## src/hdl/card_pins_cfg.svh

```systemverilog
// Constants for the card handshake and status pin block.
// Assumes a single 40 MHz core clock; included by bare name.
`ifndef CARD_PINS_CFG_SVH
`define CARD_PINS_CFG_SVH

// Data path widths
`define CFG_WORD_W 16
`define CFG_ADDR_W 11

// Burst buffer depth and the free-slot count below which write-ready drops
`define CFG_FIFO_DEPTH 8
`define CFG_RDY_MARGIN 2

// Core clock period and least half period of the read data strobe
`define CFG_CLK_NS 25
`define CFG_HALF_NS 50
`define CFG_HALF_CYC ((`CFG_HALF_NS + `CFG_CLK_NS - 1) / `CFG_CLK_NS)

// Reset and idle levels of the pins
`define CFG_PIN_RST 1'b1
`define CFG_STAT_RST 1'b1
`define CFG_STAT_PRE_INIT 1'b1
`define CFG_STROBE_RST 1'b0
`define CFG_WE_IDLE 1'b1

`endif

```

## src/hdl/card_pins_pkg.sv

```systemverilog
// Types shared by the card handshake and status pin block.
// Assumes nothing of its surroundings; holds types only.
package card_pins_pkg;

   // Interface mode the card has been configured for
   typedef enum logic [1:0] {
      MODE_MEM,
      MODE_IO,
      MODE_IDE
   } mode_type;

   // Function carried by the shared wait pin
   typedef enum logic [1:0] {
      FN_WAIT,
      FN_IORDY,
      FN_DDMARDY,
      FN_DSTROBE
   } pin_fn_type;

endpackage

```

## src/hdl/burst_fifo.sv

```systemverilog
// Synchronous FIFO holding burst words between host and core.
// Assumes one clock and a synchronous active-high reset.
`timescale 1ns/1ps
`default_nettype none

module burst_fifo #(
   parameter int WIDTH = 16,
   parameter int DEPTH = 8
) (
   // Clock and reset
   input wire logic mclk,
   input wire logic rst,
   // Filling side
   input wire logic in_valid,
   output logic in_ready,
   input wire logic [WIDTH-1:0] in_data,
   // Draining side
   output logic out_valid,
   input wire logic out_ready,
   output logic [WIDTH-1:0] out_data,
   // Fill level
   output logic [$clog2(DEPTH):0] level
);

   localparam int AW = $clog2(DEPTH);

   typedef struct packed {
      logic [DEPTH-1:0][WIDTH-1:0] mem;
      logic [AW-1:0] rd;
      logic [AW-1:0] wr;
      logic [AW:0] cnt;
   } fifo_state_type;

   fifo_state_type s_r;
   fifo_state_type s_nxt;
   logic push;
   logic pop;

   // Honest flags straight from the count
   assign in_ready = (s_r.cnt != (AW + 1)'(DEPTH));
   assign out_valid = (s_r.cnt != '0);
   assign out_data = s_r.mem[s_r.rd];
   assign level = s_r.cnt;

   // Pointer and count update; simultaneous push and pop keeps the count
   always_comb begin
      s_nxt = s_r;
      push = in_valid && in_ready;
      pop = out_valid && out_ready;
      if (push) begin
         s_nxt.mem[s_r.wr] = in_data;
         s_nxt.wr = (s_r.wr == AW'(DEPTH - 1)) ? '0 : s_r.wr + 1'b1;
      end
      if (pop) begin
         s_nxt.rd = (s_r.rd == AW'(DEPTH - 1)) ? '0 : s_r.rd + 1'b1;
      end
      if (push && !pop) begin
         s_nxt.cnt = s_r.cnt + 1'b1;
      end else if (pop && !push) begin
         s_nxt.cnt = s_r.cnt - 1'b1;
      end
   end

   // Storage is not cleared on reset, only the pointers and the count
   always_ff @(posedge mclk) begin
      if (rst) begin
         s_r.rd <= '0;
         s_r.wr <= '0;
         s_r.cnt <= '0;
         s_r.mem <= s_nxt.mem;
      end else begin
         s_r <= s_nxt;
      end
   end

endmodule

`default_nettype wire

```

## src/hdl/card_bus_handshake_status_pins.sv

```systemverilog
// Handshake and status pins of a removable flash card on its host bus.
// Assumes all pin inputs are already synchronous to mclk; the core
// supplies mode, burst flags and busy information.
`timescale 1ns/1ps
`default_nettype none
`include "card_pins_cfg.svh"

module card_bus_handshake_status_pins #(
   parameter int WORD_W = `CFG_WORD_W,
   parameter int ADDR_W = `CFG_ADDR_W,
   parameter int FIFO_DEPTH = `CFG_FIFO_DEPTH,
   parameter int RDY_MARGIN = `CFG_RDY_MARGIN,
   parameter int HALF_CYC = `CFG_HALF_CYC
) (
   // Clock and reset
   input wire logic mclk,
   input wire logic rst,
   // Mode and burst state from the core
   input wire card_pins_pkg::mode_type mode,
   input wire logic udma_rd,
   input wire logic udma_wr,
   input wire logic init_done,
   // Cycle information from the core
   input wire logic core_busy,
   input wire logic cycle_active,
   input wire logic port16,
   input wire logic word_cycle,
   // Host strobes and data in
   input wire logic we_n,
   input wire logic reg_n,
   input wire logic [ADDR_W-1:0] host_addr,
   input wire logic [WORD_W-1:0] host_d,
   input wire logic hstrobe,
   input wire logic host_pause,
   // Card data out during read bursts
   output logic [WORD_W-1:0] dd_o,
   output logic dd_oe,
   // Status pins
   output logic wait_pin,
   output logic status_pin,
   // Register write strobes toward the core
   output logic mem_wr,
   output logic cfg_wr,
   output logic [ADDR_W-1:0] wr_addr,
   output logic [WORD_W-1:0] wr_data,
   // Write burst words toward the core
   output logic core_rx_valid,
   input wire logic core_rx_ready,
   output logic [WORD_W-1:0] core_rx_data,
   // Read burst words from the core
   input wire logic core_tx_valid,
   output logic core_tx_ready,
   input wire logic [WORD_W-1:0] core_tx_data
);

   localparam int LW = $clog2(FIFO_DEPTH) + 1;
   localparam int DW = (HALF_CYC > 1) ? $clog2(HALF_CYC) : 1;
   localparam logic [LW-1:0] RDY_LIMIT = LW'(FIFO_DEPTH - RDY_MARGIN);
   localparam logic [DW-1:0] DIV_LOAD = DW'(HALF_CYC - 1);
   localparam int EDGE_MAX = 8;

   typedef struct packed {
      logic [DW-1:0] div;
      logic phase;
      logic strobe;
      logic [WORD_W-1:0] dd;
      logic dd_oe;
      logic we_prev;
      logic hs_prev;
      logic mem_wr;
      logic cfg_wr;
      logic [ADDR_W-1:0] wr_addr;
      logic [WORD_W-1:0] wr_data;
      logic pin;
      logic stat;
   } state_type;

   state_type s_r;
   state_type s_nxt;
   card_pins_pkg::pin_fn_type fn;
   logic tick;
   logic we_rise;
   logic hs_edge;
   logic wr_ready;
   logic pop;
   logic fifo_in_valid;
   logic fifo_in_ready;
   logic [WORD_W-1:0] fifo_in_data;
   logic fifo_out_valid;
   logic fifo_out_ready;
   logic [WORD_W-1:0] fifo_out_data;
   logic [LW-1:0] fifo_level;

   // Burst buffer; direction follows the active burst
   burst_fifo #(
      .WIDTH(WORD_W),
      .DEPTH(FIFO_DEPTH)
   ) u_fifo (
      .mclk(mclk),
      .rst(rst),
      .in_valid(fifo_in_valid),
      .in_ready(fifo_in_ready),
      .in_data(fifo_in_data),
      .out_valid(fifo_out_valid),
      .out_ready(fifo_out_ready),
      .out_data(fifo_out_data),
      .level(fifo_level)
   );

   // Edge detection on host strobes
   assign we_rise = !s_r.we_prev && we_n;
   assign hs_edge = udma_wr && (hstrobe != s_r.hs_prev);

   // Ready keeps a margin so words already in flight still fit
   assign wr_ready = (fifo_level <= RDY_LIMIT);

   // Divider tick marks each strobe half period; kept out of the next-state process
   assign tick = (s_r.div == '0);

   // Read burst pops one word every second tick; empty buffer or host pause freezes the strobe
   assign pop = udma_rd && !udma_wr && tick && !s_r.phase && fifo_out_valid && !host_pause;

   // Buffer steering: host fills on write bursts, core fills on read bursts
   assign fifo_in_valid = udma_wr ? hs_edge : (udma_rd && core_tx_valid);
   assign fifo_in_data = udma_wr ? host_d : core_tx_data;
   assign fifo_out_ready = udma_wr ? core_rx_ready : pop;
   assign core_tx_ready = udma_rd && !udma_wr && fifo_in_ready;
   assign core_rx_valid = udma_wr && fifo_out_valid;
   assign core_rx_data = fifo_out_data;

   // Pin function select; write burst wins if both flags are seen
   always_comb begin
      if (udma_wr) begin
         fn = card_pins_pkg::FN_DDMARDY;
      end else if (udma_rd) begin
         fn = card_pins_pkg::FN_DSTROBE;
      end else if (mode == card_pins_pkg::MODE_IDE) begin
         fn = card_pins_pkg::FN_IORDY;
      end else begin
         fn = card_pins_pkg::FN_WAIT;
      end
   end

   // Next state of the whole block
   always_comb begin
      s_nxt = s_r;
      s_nxt.div = tick ? DIV_LOAD : s_r.div - 1'b1;
      s_nxt.we_prev = we_n;
      s_nxt.hs_prev = hstrobe;

      // Read strobe: load a word, then toggle one half period later
      if (!udma_rd || udma_wr) begin
         s_nxt.phase = 1'b0;
         s_nxt.strobe = `CFG_STROBE_RST;
      end else if (pop) begin
         s_nxt.dd = fifo_out_data;
         s_nxt.phase = 1'b1;
      end else if (tick && s_r.phase) begin
         s_nxt.strobe = !s_r.strobe;
         s_nxt.phase = 1'b0;
      end
      // Data lines driven only while a read burst owns them
      s_nxt.dd_oe = udma_rd && !udma_wr;

      // Write strobe decode per mode; True IDE drops it entirely
      s_nxt.mem_wr = 1'b0;
      s_nxt.cfg_wr = 1'b0;
      if (we_rise) begin
         unique case (mode)
            card_pins_pkg::MODE_MEM: begin
               s_nxt.mem_wr = reg_n;
               s_nxt.cfg_wr = !reg_n;
            end
            card_pins_pkg::MODE_IO: begin
               s_nxt.cfg_wr = !reg_n;
            end
            card_pins_pkg::MODE_IDE: begin
               s_nxt.cfg_wr = 1'b0;
            end
            default: begin
               s_nxt.cfg_wr = 1'b0;
            end
         endcase
         if (mode != card_pins_pkg::MODE_IDE) begin
            s_nxt.wr_addr = host_addr;
            s_nxt.wr_data = host_d;
         end
      end

      // Shared wait pin level
      unique case (fn)
         card_pins_pkg::FN_WAIT: s_nxt.pin = !(core_busy && cycle_active);
         card_pins_pkg::FN_IORDY: s_nxt.pin = !core_busy;
         card_pins_pkg::FN_DDMARDY: s_nxt.pin = !wr_ready;
         card_pins_pkg::FN_DSTROBE: s_nxt.pin = s_nxt.strobe;
      endcase

      // Pin 24 meaning depends on the mode
      unique case (mode)
         card_pins_pkg::MODE_MEM: s_nxt.stat = init_done ? 1'b0 : `CFG_STAT_PRE_INIT;
         card_pins_pkg::MODE_IO: s_nxt.stat = !port16;
         card_pins_pkg::MODE_IDE: s_nxt.stat = !word_cycle;
         default: s_nxt.stat = `CFG_STAT_RST;
      endcase
   end

   // Single state register; everything resets to idle levels
   always_ff @(posedge mclk) begin
      if (rst) begin
         s_r.div <= '0;
         s_r.phase <= 1'b0;
         s_r.strobe <= `CFG_STROBE_RST;
         s_r.dd <= '0;
         s_r.dd_oe <= 1'b0;
         s_r.we_prev <= `CFG_WE_IDLE;
         s_r.hs_prev <= 1'b0;
         s_r.mem_wr <= 1'b0;
         s_r.cfg_wr <= 1'b0;
         s_r.wr_addr <= '0;
         s_r.wr_data <= '0;
         s_r.pin <= `CFG_PIN_RST;
         s_r.stat <= `CFG_STAT_RST;
      end else begin
         s_r <= s_nxt;
      end
   end

   // Outputs straight from flip-flops
   assign dd_o = s_r.dd;
   assign dd_oe = s_r.dd_oe;
   assign wait_pin = s_r.pin;
   assign status_pin = s_r.stat;
   assign mem_wr = s_r.mem_wr;
   assign cfg_wr = s_r.cfg_wr;
   assign wr_addr = s_r.wr_addr;
   assign wr_data = s_r.wr_data;
endmodule

`default_nettype wire

```

## config.mk

```make
export PLATFORM = sky130hd
export DESIGN_NAME = card_bus_handshake_status_pins
export DESIGN_NICKNAME = d
export VERILOG_FILES = /design/src/hdl/card_pins_pkg.sv /design/src/hdl/burst_fifo.sv /design/src/hdl/card_bus_handshake_status_pins.sv
export VERILOG_INCLUDE_DIRS = /design/src /design/src/hdl
export SDC_FILE = /design/constraint.sdc
export NUM_CORES = 1
export LEC_CHECK = 0
export ABC_AREA = 1
export BUFFER_PORTS_ARGS = -buffer_cell sky130_fd_sc_hd__buf_4
export CAP_MARGIN = 10
export CORE_MARGIN = 8
export CORE_UTILIZATION = 61
export CTS_CLUSTER_SIZE = 30
export DETAILED_ROUTE_END_ITERATION = 7
export GPL_TIMING_DRIVEN = 0
export PLACE_DENSITY = 0.85
export SLEW_MARGIN = 20
export SYNTH_ARGS = -nofsm -noshare
export SYNTH_HDL_FRONTEND = slang
export SYNTH_HIERARCHICAL = 1
export SYNTH_SLANG_ARGS = --single-unit
```

## constraint.sdc

```tcl
create_clock -name mclk -period 6.6 [get_ports mclk]
set_clock_uncertainty 0.15 [all_clocks]
set_input_delay 1.32 -clock mclk [delete_from_list [all_inputs] [get_ports mclk]]
set_output_delay 1.32 -clock mclk [all_outputs]
set_load 0.02 [all_outputs]
```

==> results of run 1 <==
-- cell type report --
| type | instances | area [µm²] | area share |
|---|---|---|---|
| inverters | 48 | 185 | 0.0183 |
| repair buffers | 127 | 968 | 0.0957 |
| clock buffers | 20 | 437 | 0.0431 |
| plain buffers | 85 | 579 | 0.0572 |
| multi-input cells | 577 | 2460 | 0.243 |
| clock inverters | 12 | 168 | 0.0166 |
| well taps | 176 | 220 | 0.0218 |
| flip-flops and latches | 191 | 5100 | 0.504 |
-- per-layer routing --
metal | vias to the layer above | track usage | part of all wire
li1 | 3143 | - | -
met1 | 2983 | 0.275 | 0.37
met2 | 348 | 0.399 | 0.48
met3 | 41 | 0.0924 | 0.13
met4 | 0 | 0.102 | 0.025
met5 | - | 0 | 0
-- metrics by stage --
step	hold WS (ns)	setup slack (ns)	instance area, µm²
global route	0.354	2.84	10100
floorplan	0.260	3.26	8310
CTS	0.299	2.98	10100
finish	0.310	2.95	10100
global placement	0.275	2.46	9470
detailed placement	0.284	2.75	9520
-- registers in the layout (all words and copies together), names as in the netlist --
register	flops
u_fifo/level	4
dd_o	16
mem_wr	1
dd_oe	1
u_fifo/s_r	134
wr_addr	11
wr_data	16
status_pin	1
s_r	5
wait_pin	1
cfg_wr	1
-- worst max-delay path, cell delays in order, from the launching register on --
cell      delay (ns)
dfxtp_1         0.39
inv_2           0.19
clkbuf_1        0.49
o21ai_0         0.18
nand2_1         0.11
nand2_1         0.07
nand2_1         0.15
buf_4           0.16
-- cell families after synthesis --
logic type	Yosys count
xor gates and xnor gates	3
adders and majority gates	8
buffers and inverters	133
and+or+nand+nor	460
DFF	191
AOI/OAI and AO/OA	106
-- final timing paths --
check	to	slack, ns	depth (start not counted)
setup / recovery	core_rx_data[11]	2.95	7
hold reg to reg	s_r[52]	0.31	1
setup reg to reg	u_fifo/level[3]	3.55	16
hold / removal	s_r[52]	0.31	1
-- Yosys cell counts, types with 2 or more instances --
master / count / area (µm²)
nor2_1: 250 / 938
inv_1: 43 / 161
clkbuf_2: 2 / 10.0
buf_4: 51 / 383
o21ai_1: 34 / 170
clkbuf_1: 13 / 48.8
nand2_1: 191 / 717
buf_6: 7 / 78.8
nand2_2: 2 / 12.5
nand3_1: 11 / 55.1
or2_2: 2 / 12.5
nand4_1: 2 / 12.5
inv_2: 3 / 11.3
buf_2: 11 / 55.1
o21ai_0: 67 / 335
ha_1: 7 / 87.6
a21oi_1: 4 / 20.0
inv_4: 2 / 12.5
edfxtp_1: 128 / 3840
xor2_1: 2 / 17.5
dfxtp_1: 63 / 1260
-- report_power, final --
group / total (mW) / switching, mW / internal (mW) / leakage (nW)
Sequential: 1.41 / 0.0426 / 1.37 / 1.68
Combinational: 1.06 / 0.680 / 0.383 / 2.51
Clock: 1.05 / 0.420 / 0.629 / 0.277
==> impl_metrics.ini, run 1 <==
[routing]
via_per_inst = 5.27
vias = 6515
postRouteAntennaNets = 0
drtIter0Drc = 496
drc_errors = 0
avgRoutedWirePerCell_um = 16.9
dr.pass1.iters = 5
wl_mm = 20.9

[critical_path]
arrival_ns = 2.18
critPathCaptureType = output port
setup.worst_path.start = u_fifo/s_r[7]
cp-start-kind = register
critical_path_class = reg -> out
reg2reg_from = u_fifo/level[0]
crit_fanout = 10
required_ns = 5.13

[cells_and_area]
n_fill_cell = 895
area_growth_pct = 21.8
final_net_count = 1115
most-common-layout-cells = nor2_1, nand2_1, buf_4, edfxtp_1, o21ai_0
n_antenna_cell = 0
drive_gt1_frac = 0.230
layout_commonest_cell = nor2_1
final_cells = 1236
fin_util = 0.761

[sta]
fin_crit_sh = 0.553
rsz0062_at_grt = no
drv_slew = 0
tightest_slew_ns = 0.926
fmax_mhz = 274
relSlewSlack = 0.382
hold_viol_final = 0
fin_setup_tns_ns = 0
setup_violations = 0
min_period_ns = 3.65

[clock_tree]
cts_tree = built
clock_latency_ns = 0.44
post_cts_resized = 0
htree_num_levels = 4
clk_pin_slew_ns = 0.06
clock-sinks = 191
cts_setup_buffers = 0
clock_path_buffers = 2
cts-root-buf = clkbuf_16
cts-buffers-inserted = 17
cts_hold_buf = 0

[yosys]
syn_area_per_cell_um2 = 9.22
synth_mux_area_frac = 0
synth_cell_types = 27
synth_xor_area_frac = 0.00316
synth_fa_ha_area_frac = 0.0130
synth_top_family_by_area = simple AND/OR/NAND/NOR gates
synth_area_mm2 = 0.00831
syn_nets = 969
synth_simple_gate_area_share = 0.213
ys_warn_count = 6
synth_edf_count = 128
synth_cells = 901
synth_compound_area_frac = 0.0642
synth_ff_type = edfxtp_1
ys_seq_area_frac = 0.614
async_flop_share = 0
yosys_register_bits = 191

[floorplanning]
ios = 126
core_mm2 = 0.0133
die-area_mm2 = 0.0176
die_h_um = 133
die_x_um = 133
start_util = 0.625
rows = 42

[placement]
dp_cells = 1204
io_buffers = 125
dpl.hpwl_mm = 14.9
gp_congestion = 0.831

[min_path]
hp-class = reg -> reg
min_from = s_r[52]

[flow_run]
drv_cap = 0

[status]
status = finished clean

[power_and_ir_drop]
power_leakage_nw = 4.46
powerDensity_mw_per_mm2 = 348
power_mw = 3.52
ir_drop_mv = 0.207

[global_route]
grt_pass1_vias = 6441
grt_use_total = 0.241
grt_pass1_wl_mm = 32.9
overflow = 0
grt_antenna_before_repair = 0
grt_max_degree = 17
Power figures use the tool's default switching activity.
==> run 2: changes to the inputs <==
--- a/config.mk
+++ b/config.mk
@@ -10,11 +10,11 @@
 export BUFFER_PORTS_ARGS = -buffer_cell sky130_fd_sc_hd__buf_4
 export CAP_MARGIN = 10
 export CORE_MARGIN = 8
-export CORE_UTILIZATION = 61
+export CORE_UTILIZATION = 51
 export CTS_CLUSTER_SIZE = 30
 export DETAILED_ROUTE_END_ITERATION = 7
 export GPL_TIMING_DRIVEN = 0
-export PLACE_DENSITY = 0.85
+export PLACE_DENSITY = 0.76
 export SLEW_MARGIN = 20
 export SYNTH_ARGS = -nofsm -noshare
 export SYNTH_HDL_FRONTEND = slang
==> constraint.sdc (replaced) <==
create_clock -name mclk -period 3 [get_ports mclk]
set_clock_uncertainty 0.15 [all_clocks]
set_input_delay 0.6 -clock mclk [delete_from_list [all_inputs] [get_ports mclk]]
set_output_delay 0.6 -clock mclk [all_outputs]
set_load 0.02 [all_outputs]
==> run 2 against run 1 <==
Critical path depth unchanged. Combinational power increased by 120%. Cell count increased by 3.4%. Critical path type unchanged. Largest power group unchanged.
==> impl_metrics.ini, run 2 (synthesized netlist as in run 1, its figures left out) <==
[floorplanning]
die-area_mm2 = 0.0206
start_util = 0.523
die_x_um = 144
die_h_um = 144
ios = 126
rows = 46
core_mm2 = 0.0159

[cells_and_area]
largest_register_ffs = 134
area_growth_pct = 22.8
final_net_count = 1117
drive_gt1_frac = 0.238
most-common-layout-cells = nor2_1, nand2_1, buf_4, edfxtp_1, o21ai_0
layout_commonest_cell = nor2_1
largest_register = u_fifo/s_r
n_antenna_cell = 0

[clock_tree]
cts-root-buf = clkbuf_16
cts_hold_buf = 0
htree_num_levels = 4
clock_path_buffers = 2
clk_pin_slew_ns = 0.07
cts_tree = built
clock-sinks = 191
cts-buffers-inserted = 17
clock_latency_ns = 0.43

[routing]
wl_mm = 20.6
drtIter0Drc = 487
via_per_inst = 4.98
vias = 6370
drc_errors = 0
dr.pass1.iters = 5
postRouteAntennaNets = 0
avgRoutedWirePerCell_um = 16.1

[critical_path]
required_ns = 2.25
critPathCaptureType = output port
arrival_ns = 2.12
critical_path_class = reg -> out
rr_worst_depth = 16
cp-start-kind = register
crit_fanout = 10

[global_route]
grt_pass1_vias = 6093
overflow = 0
grt_pass1_wl_mm = 31.5
grt_use_total = 0.204
grt_max_degree = 17
grt_antenna_before_repair = 0

[sta]
fin_crit_sh = 0.956
finalWorstSetupSlack_ns = 0.133
setup_violations = 0
hold_viol_final = 0
drv_slew = 0
rsz0062_at_grt = no
relSlewSlack = 0.372
min_period_ns = 2.87
fmax_mhz = 349
tightest_slew_ns = 0.941
hold_ws_ns = 0.214

[power_and_ir_drop]
ir_drop_mv = 0.445
power_leakage_nw = 4.50
powerDensity_mw_per_mm2 = 760
power_mw = 7.75

[placement]
gp_congestion = 0.838
dp_slack_ns = -0.119
io_buffers = 125
dpl.hpwl_mm = 14.8

[flow_run]
drv_cap = 0

[min_path]
hp-class = in -> reg
hold_depth = 2

[status]
status = finished clean
-- run 2: cell count changes in the layout (fill, tap and decap cells not counted), moves of 2 or more --
cell / previous run / this run
clkbuf_1: 16 / 12
clkinv_1: 2 / 4
dfxtp_1: 63 / 60
inv_6: 0 / 2
dfxtp_2: 0 / 3
clkbuf_2: 2 / 5
clkinv_2: 1 / 3
buf_6: 7 / 11
clkinvlp_4: 4 / 0
-- run 2: routing by layer --
layer | wire, µm | GRT usage | share of wire | up-vias
met2 | 9670 | 0.327 | 0.47 | 284
met1 | 8220 | 0.249 | 0.40 | 2909
li1 | - | - | - | 3155
met4 | 310 | 0.0636 | 0.015 | 0
met3 | 2430 | 0.0816 | 0.12 | 22
met5 | 0 | 0 | 0 | -
-- run 2: what timing repair did --
item | in CTS | in global routing
resized for setup | 2 | 11
setup endpoints to repair | 1 | 8
pin swaps | 0 | 0
setup buffers | 0 | 0
-- run 2: report_power, final --
part           internal (mW)  switching (mW)  leakage (nW)
clock                   1.38           0.932         0.295
combinational          0.841            1.49          2.53
sequential              3.01          0.0888          1.68
-- run 2: layout make-up --
cell class | instances | area [µm²]
Timing Repair Buffer | 129 | 987
Tap cell | 216 | 270
Buffer | 85 | 587
Multi-Input combinational cell | 577 | 2460
Clock inverter | 13 | 168
Sequential cell | 191 | 5110
Inverter | 48 | 185
Clock buffer | 19 | 433
Fill cell | 1334 | 5690
-- run 2: worst max-delay path: stages (launching register included) --
cell and delay, ns:
dfxtp_1 0.47, inv_2 0.16, clkbuf_1 0.26, o21ai_0 0.35, nand2_1 0.09, nand2_1 0.09
nand2_1 0.09, buf_4 0.17
-- run 2: metrics by stage --
step | cell area, µm² | setup TNS [ns] | util | cells
after floorplan | 8310 | 0 | - | 901
after global placement | 9520 | -39.28 | 0.599 | 1242
after detailed placement | 9590 | -0.119 | 0.603 | 1246
after CTS | 10200 | 0 | 0.641 | 1278
after global routing | 10200 | 0 | 0.642 | 1278
final | 10200 | 0 | 0.642 | 1278
-- run 2: worst paths after layout --
check	startpoint	to	slack (ns)
worst max-delay path	u_fifo/s_r[7]	core_rx_data[6]	0.13
worst min-delay path	reg_n	cfg_wr	0.21
worst max register to register	u_fifo/level[0]	u_fifo/level[3]	0.20
worst min register to register	s_r[52]	s_r[52]	0.30
==> run 3: changes to the inputs <==
--- a/config.mk
+++ b/config.mk
@@ -15,6 +15,7 @@
 export DETAILED_ROUTE_END_ITERATION = 7
 export GPL_TIMING_DRIVEN = 0
 export PLACE_DENSITY = 0.76
+export RECOVER_POWER = 50
 export SLEW_MARGIN = 20
 export SYNTH_ARGS = -nofsm -noshare
 export SYNTH_HDL_FRONTEND = slang
==> run 3 against run 2 <==
Sequential cell count unchanged. Critical path depth unchanged. Die area unchanged. Core utilization decreased by 0.72 points. Via count decreased by 0.53%. Count of clock-buffer cells in the layout unchanged. Wire length decreased by 0.43%. Non-clock buffer count unchanged. Cell count unchanged. Sequential power about the same. Combinational power about the same. Sequential share of layout area increased by 0.57 points. Critical endpoint unchanged.
==> impl_metrics.ini, run 3 (synthesized netlist as in run 1, its figures left out) <==
[routing]
top_layer = met4
wl_met3_mm = 2.36
drc_errors = 0
via_per_inst = 4.96
dr_wl_met2_mm = 9.57
wl_met1_mm = 8.32
dr.pass1.iters = 5
postRouteAntennaNets = 0
vias = 6336
avgRoutedWirePerCell_um = 16.1
wl_mm = 20.5
drtIter0Drc = 461

[critical_path]
crit_fanout = 10
rr_worst_depth = 16
cp-start-kind = register
reg2reg_from = u_fifo/level[0]
required_ns = 2.25
critPathCaptureType = output port
ff2ff_setup_slack_ns = 0.20
critical_path_class = reg -> out
arrival_ns = 2.17
reg2reg_to = u_fifo/level[3]

[cells_and_area]
largest_register_ffs = 134
n_fill_cell = 1377
final_cells = 1278
fin_util = 0.635
n_antenna_cell = 0
area_growth_pct = 21.4
most-common-layout-cells = nor2_1, nand2_1, buf_4, edfxtp_1, o21ai_0
layout_commonest_cell = nor2_1
largest_register = u_fifo/s_r
final_net_count = 1117
drive_gt1_frac = 0.204

[placement]
dpl.hpwl_mm = 14.8
gp_congestion = 0.838
dp_cells = 1246
io_buffers = 125

[clock_tree]
clk_pin_slew_ns = 0.07
cts-buffers-inserted = 17
cts_tree = built
clock_latency_ns = 0.43
clock_path_buffers = 2
clock-sinks = 191
cts_setup_buffers = 0
htree_num_levels = 4
cts-root-buf = clkbuf_16

[global_route]
grt_pass1_wl_mm = 31.5
overflow = 0
grt_max_degree = 17
grt_use_total = 0.204
grt_pass1_vias = 6093
grt_antenna_before_repair = 0

[sta]
rsz0062_at_grt = no
drv_slew = 0
hold_viol_final = 0
setup_violations = 0
fin_crit_sh = 0.973
tightest_slew_ns = 0.940
min_period_ns = 2.92
fmax_mhz = 343
relSlewSlack = 0.373

[min_path]
whs_endpoint = cfg_wr
min_from = reg_n
hold_depth = 2
hp-class = in -> reg

[floorplanning]
ios = 126
die-area_mm2 = 0.0206
die_x_um = 144
start_util = 0.523
die_h_um = 144
rows = 46
core_mm2 = 0.0159

[status]
status = finished clean

[flow_run]
drv_cap = 0

[power_and_ir_drop]
ir_drop_mv = 0.442
power_leakage_nw = 4.38
powerDensity_mw_per_mm2 = 766
power_mw = 7.73
[run 3: power by group]
part | switching, mW | internal (mW) | total, mW
combinational | 1.49 | 0.819 | 2.31
sequential | 0.0891 | 3.01 | 3.10
clock | 0.933 | 1.38 | 2.32
total | 2.51 | 5.21 | 7.73
[run 3: how the worst max path moves through the flow]
stage                                from                to  slack [ns]  cells past startpoint
final                       u_fifo/s_r[7]   core_rx_data[6]        0.08                      7
after global routing        u_fifo/s_r[7]  core_rx_data[13]        0.02                      7
after CTS                 u_fifo/level[3]   u_fifo/level[3]        0.02                     16
after detailed placement          udma_wr   u_fifo/level[3]       -0.12                     16
after global placement            udma_wr   u_fifo/s_r[110]       -0.48                      9
after floorplan                   udma_wr    u_fifo/s_r[10]        0.38                      8
[run 3: routing by layer]
metal	vias up	GRT usage
met2	264	0.327
met3	19	0.0816
met5	-	0
met4	0	0.0636
met1	2901	0.249
li1	3152	-
[run 3: through the flow]
| stage | hold slack, ns | setup WS [ns] | area (µm²) | setup TNS (ns) |
|---|---|---|---|---|
| finish | 0.215 | 0.0813 | 10100 | 0 |
| global route | 0.189 | 0.0233 | 10100 | 0 |
| detailed placement | 0.289 | -0.119 | 9590 | -0.119 |
| CTS | 0.197 | 0.0208 | 10200 | 0 |
| floorplan | 0.260 | 0.377 | 8310 | 0 |
| global placement | 0.274 | -0.484 | 9520 | -39.28 |
[run 3: final cells by class]
| cell class | instances | area (µm²) | share of cell area |
|---|---|---|---|
| tap | 216 | 270 | 0.0268 |
| multi-input combinational | 577 | 2460 | 0.244 |
| sequential | 191 | 5110 | 0.507 |
| inverter | 48 | 185 | 0.0184 |
| clock inverter | 13 | 168 | 0.0166 |
| clock buffer | 19 | 433 | 0.0429 |
| buffer | 85 | 578 | 0.0573 |
| timing repair buffer | 129 | 886 | 0.0878 |
[run 3: critical path, cell delays in order, from the launching register on]
cell	delay (ns)
dfxtp_1	0.48
inv_2	0.16
clkbuf_1	0.26
o21ai_0	0.37
nand2_1	0.09
nand2_1	0.10
nand2_1	0.09
buf_4	0.17
[run 3: timing repair]
| action | CTS | global route |
|---|---|---|
| setup endpoints to repair | 1 | 8 |
| gates cloned | 0 | 0 |
| hold buffers | 0 | 0 |
| hold endpoints to repair | 0 | 0 |
| gates resized for setup | 2 | 11 |
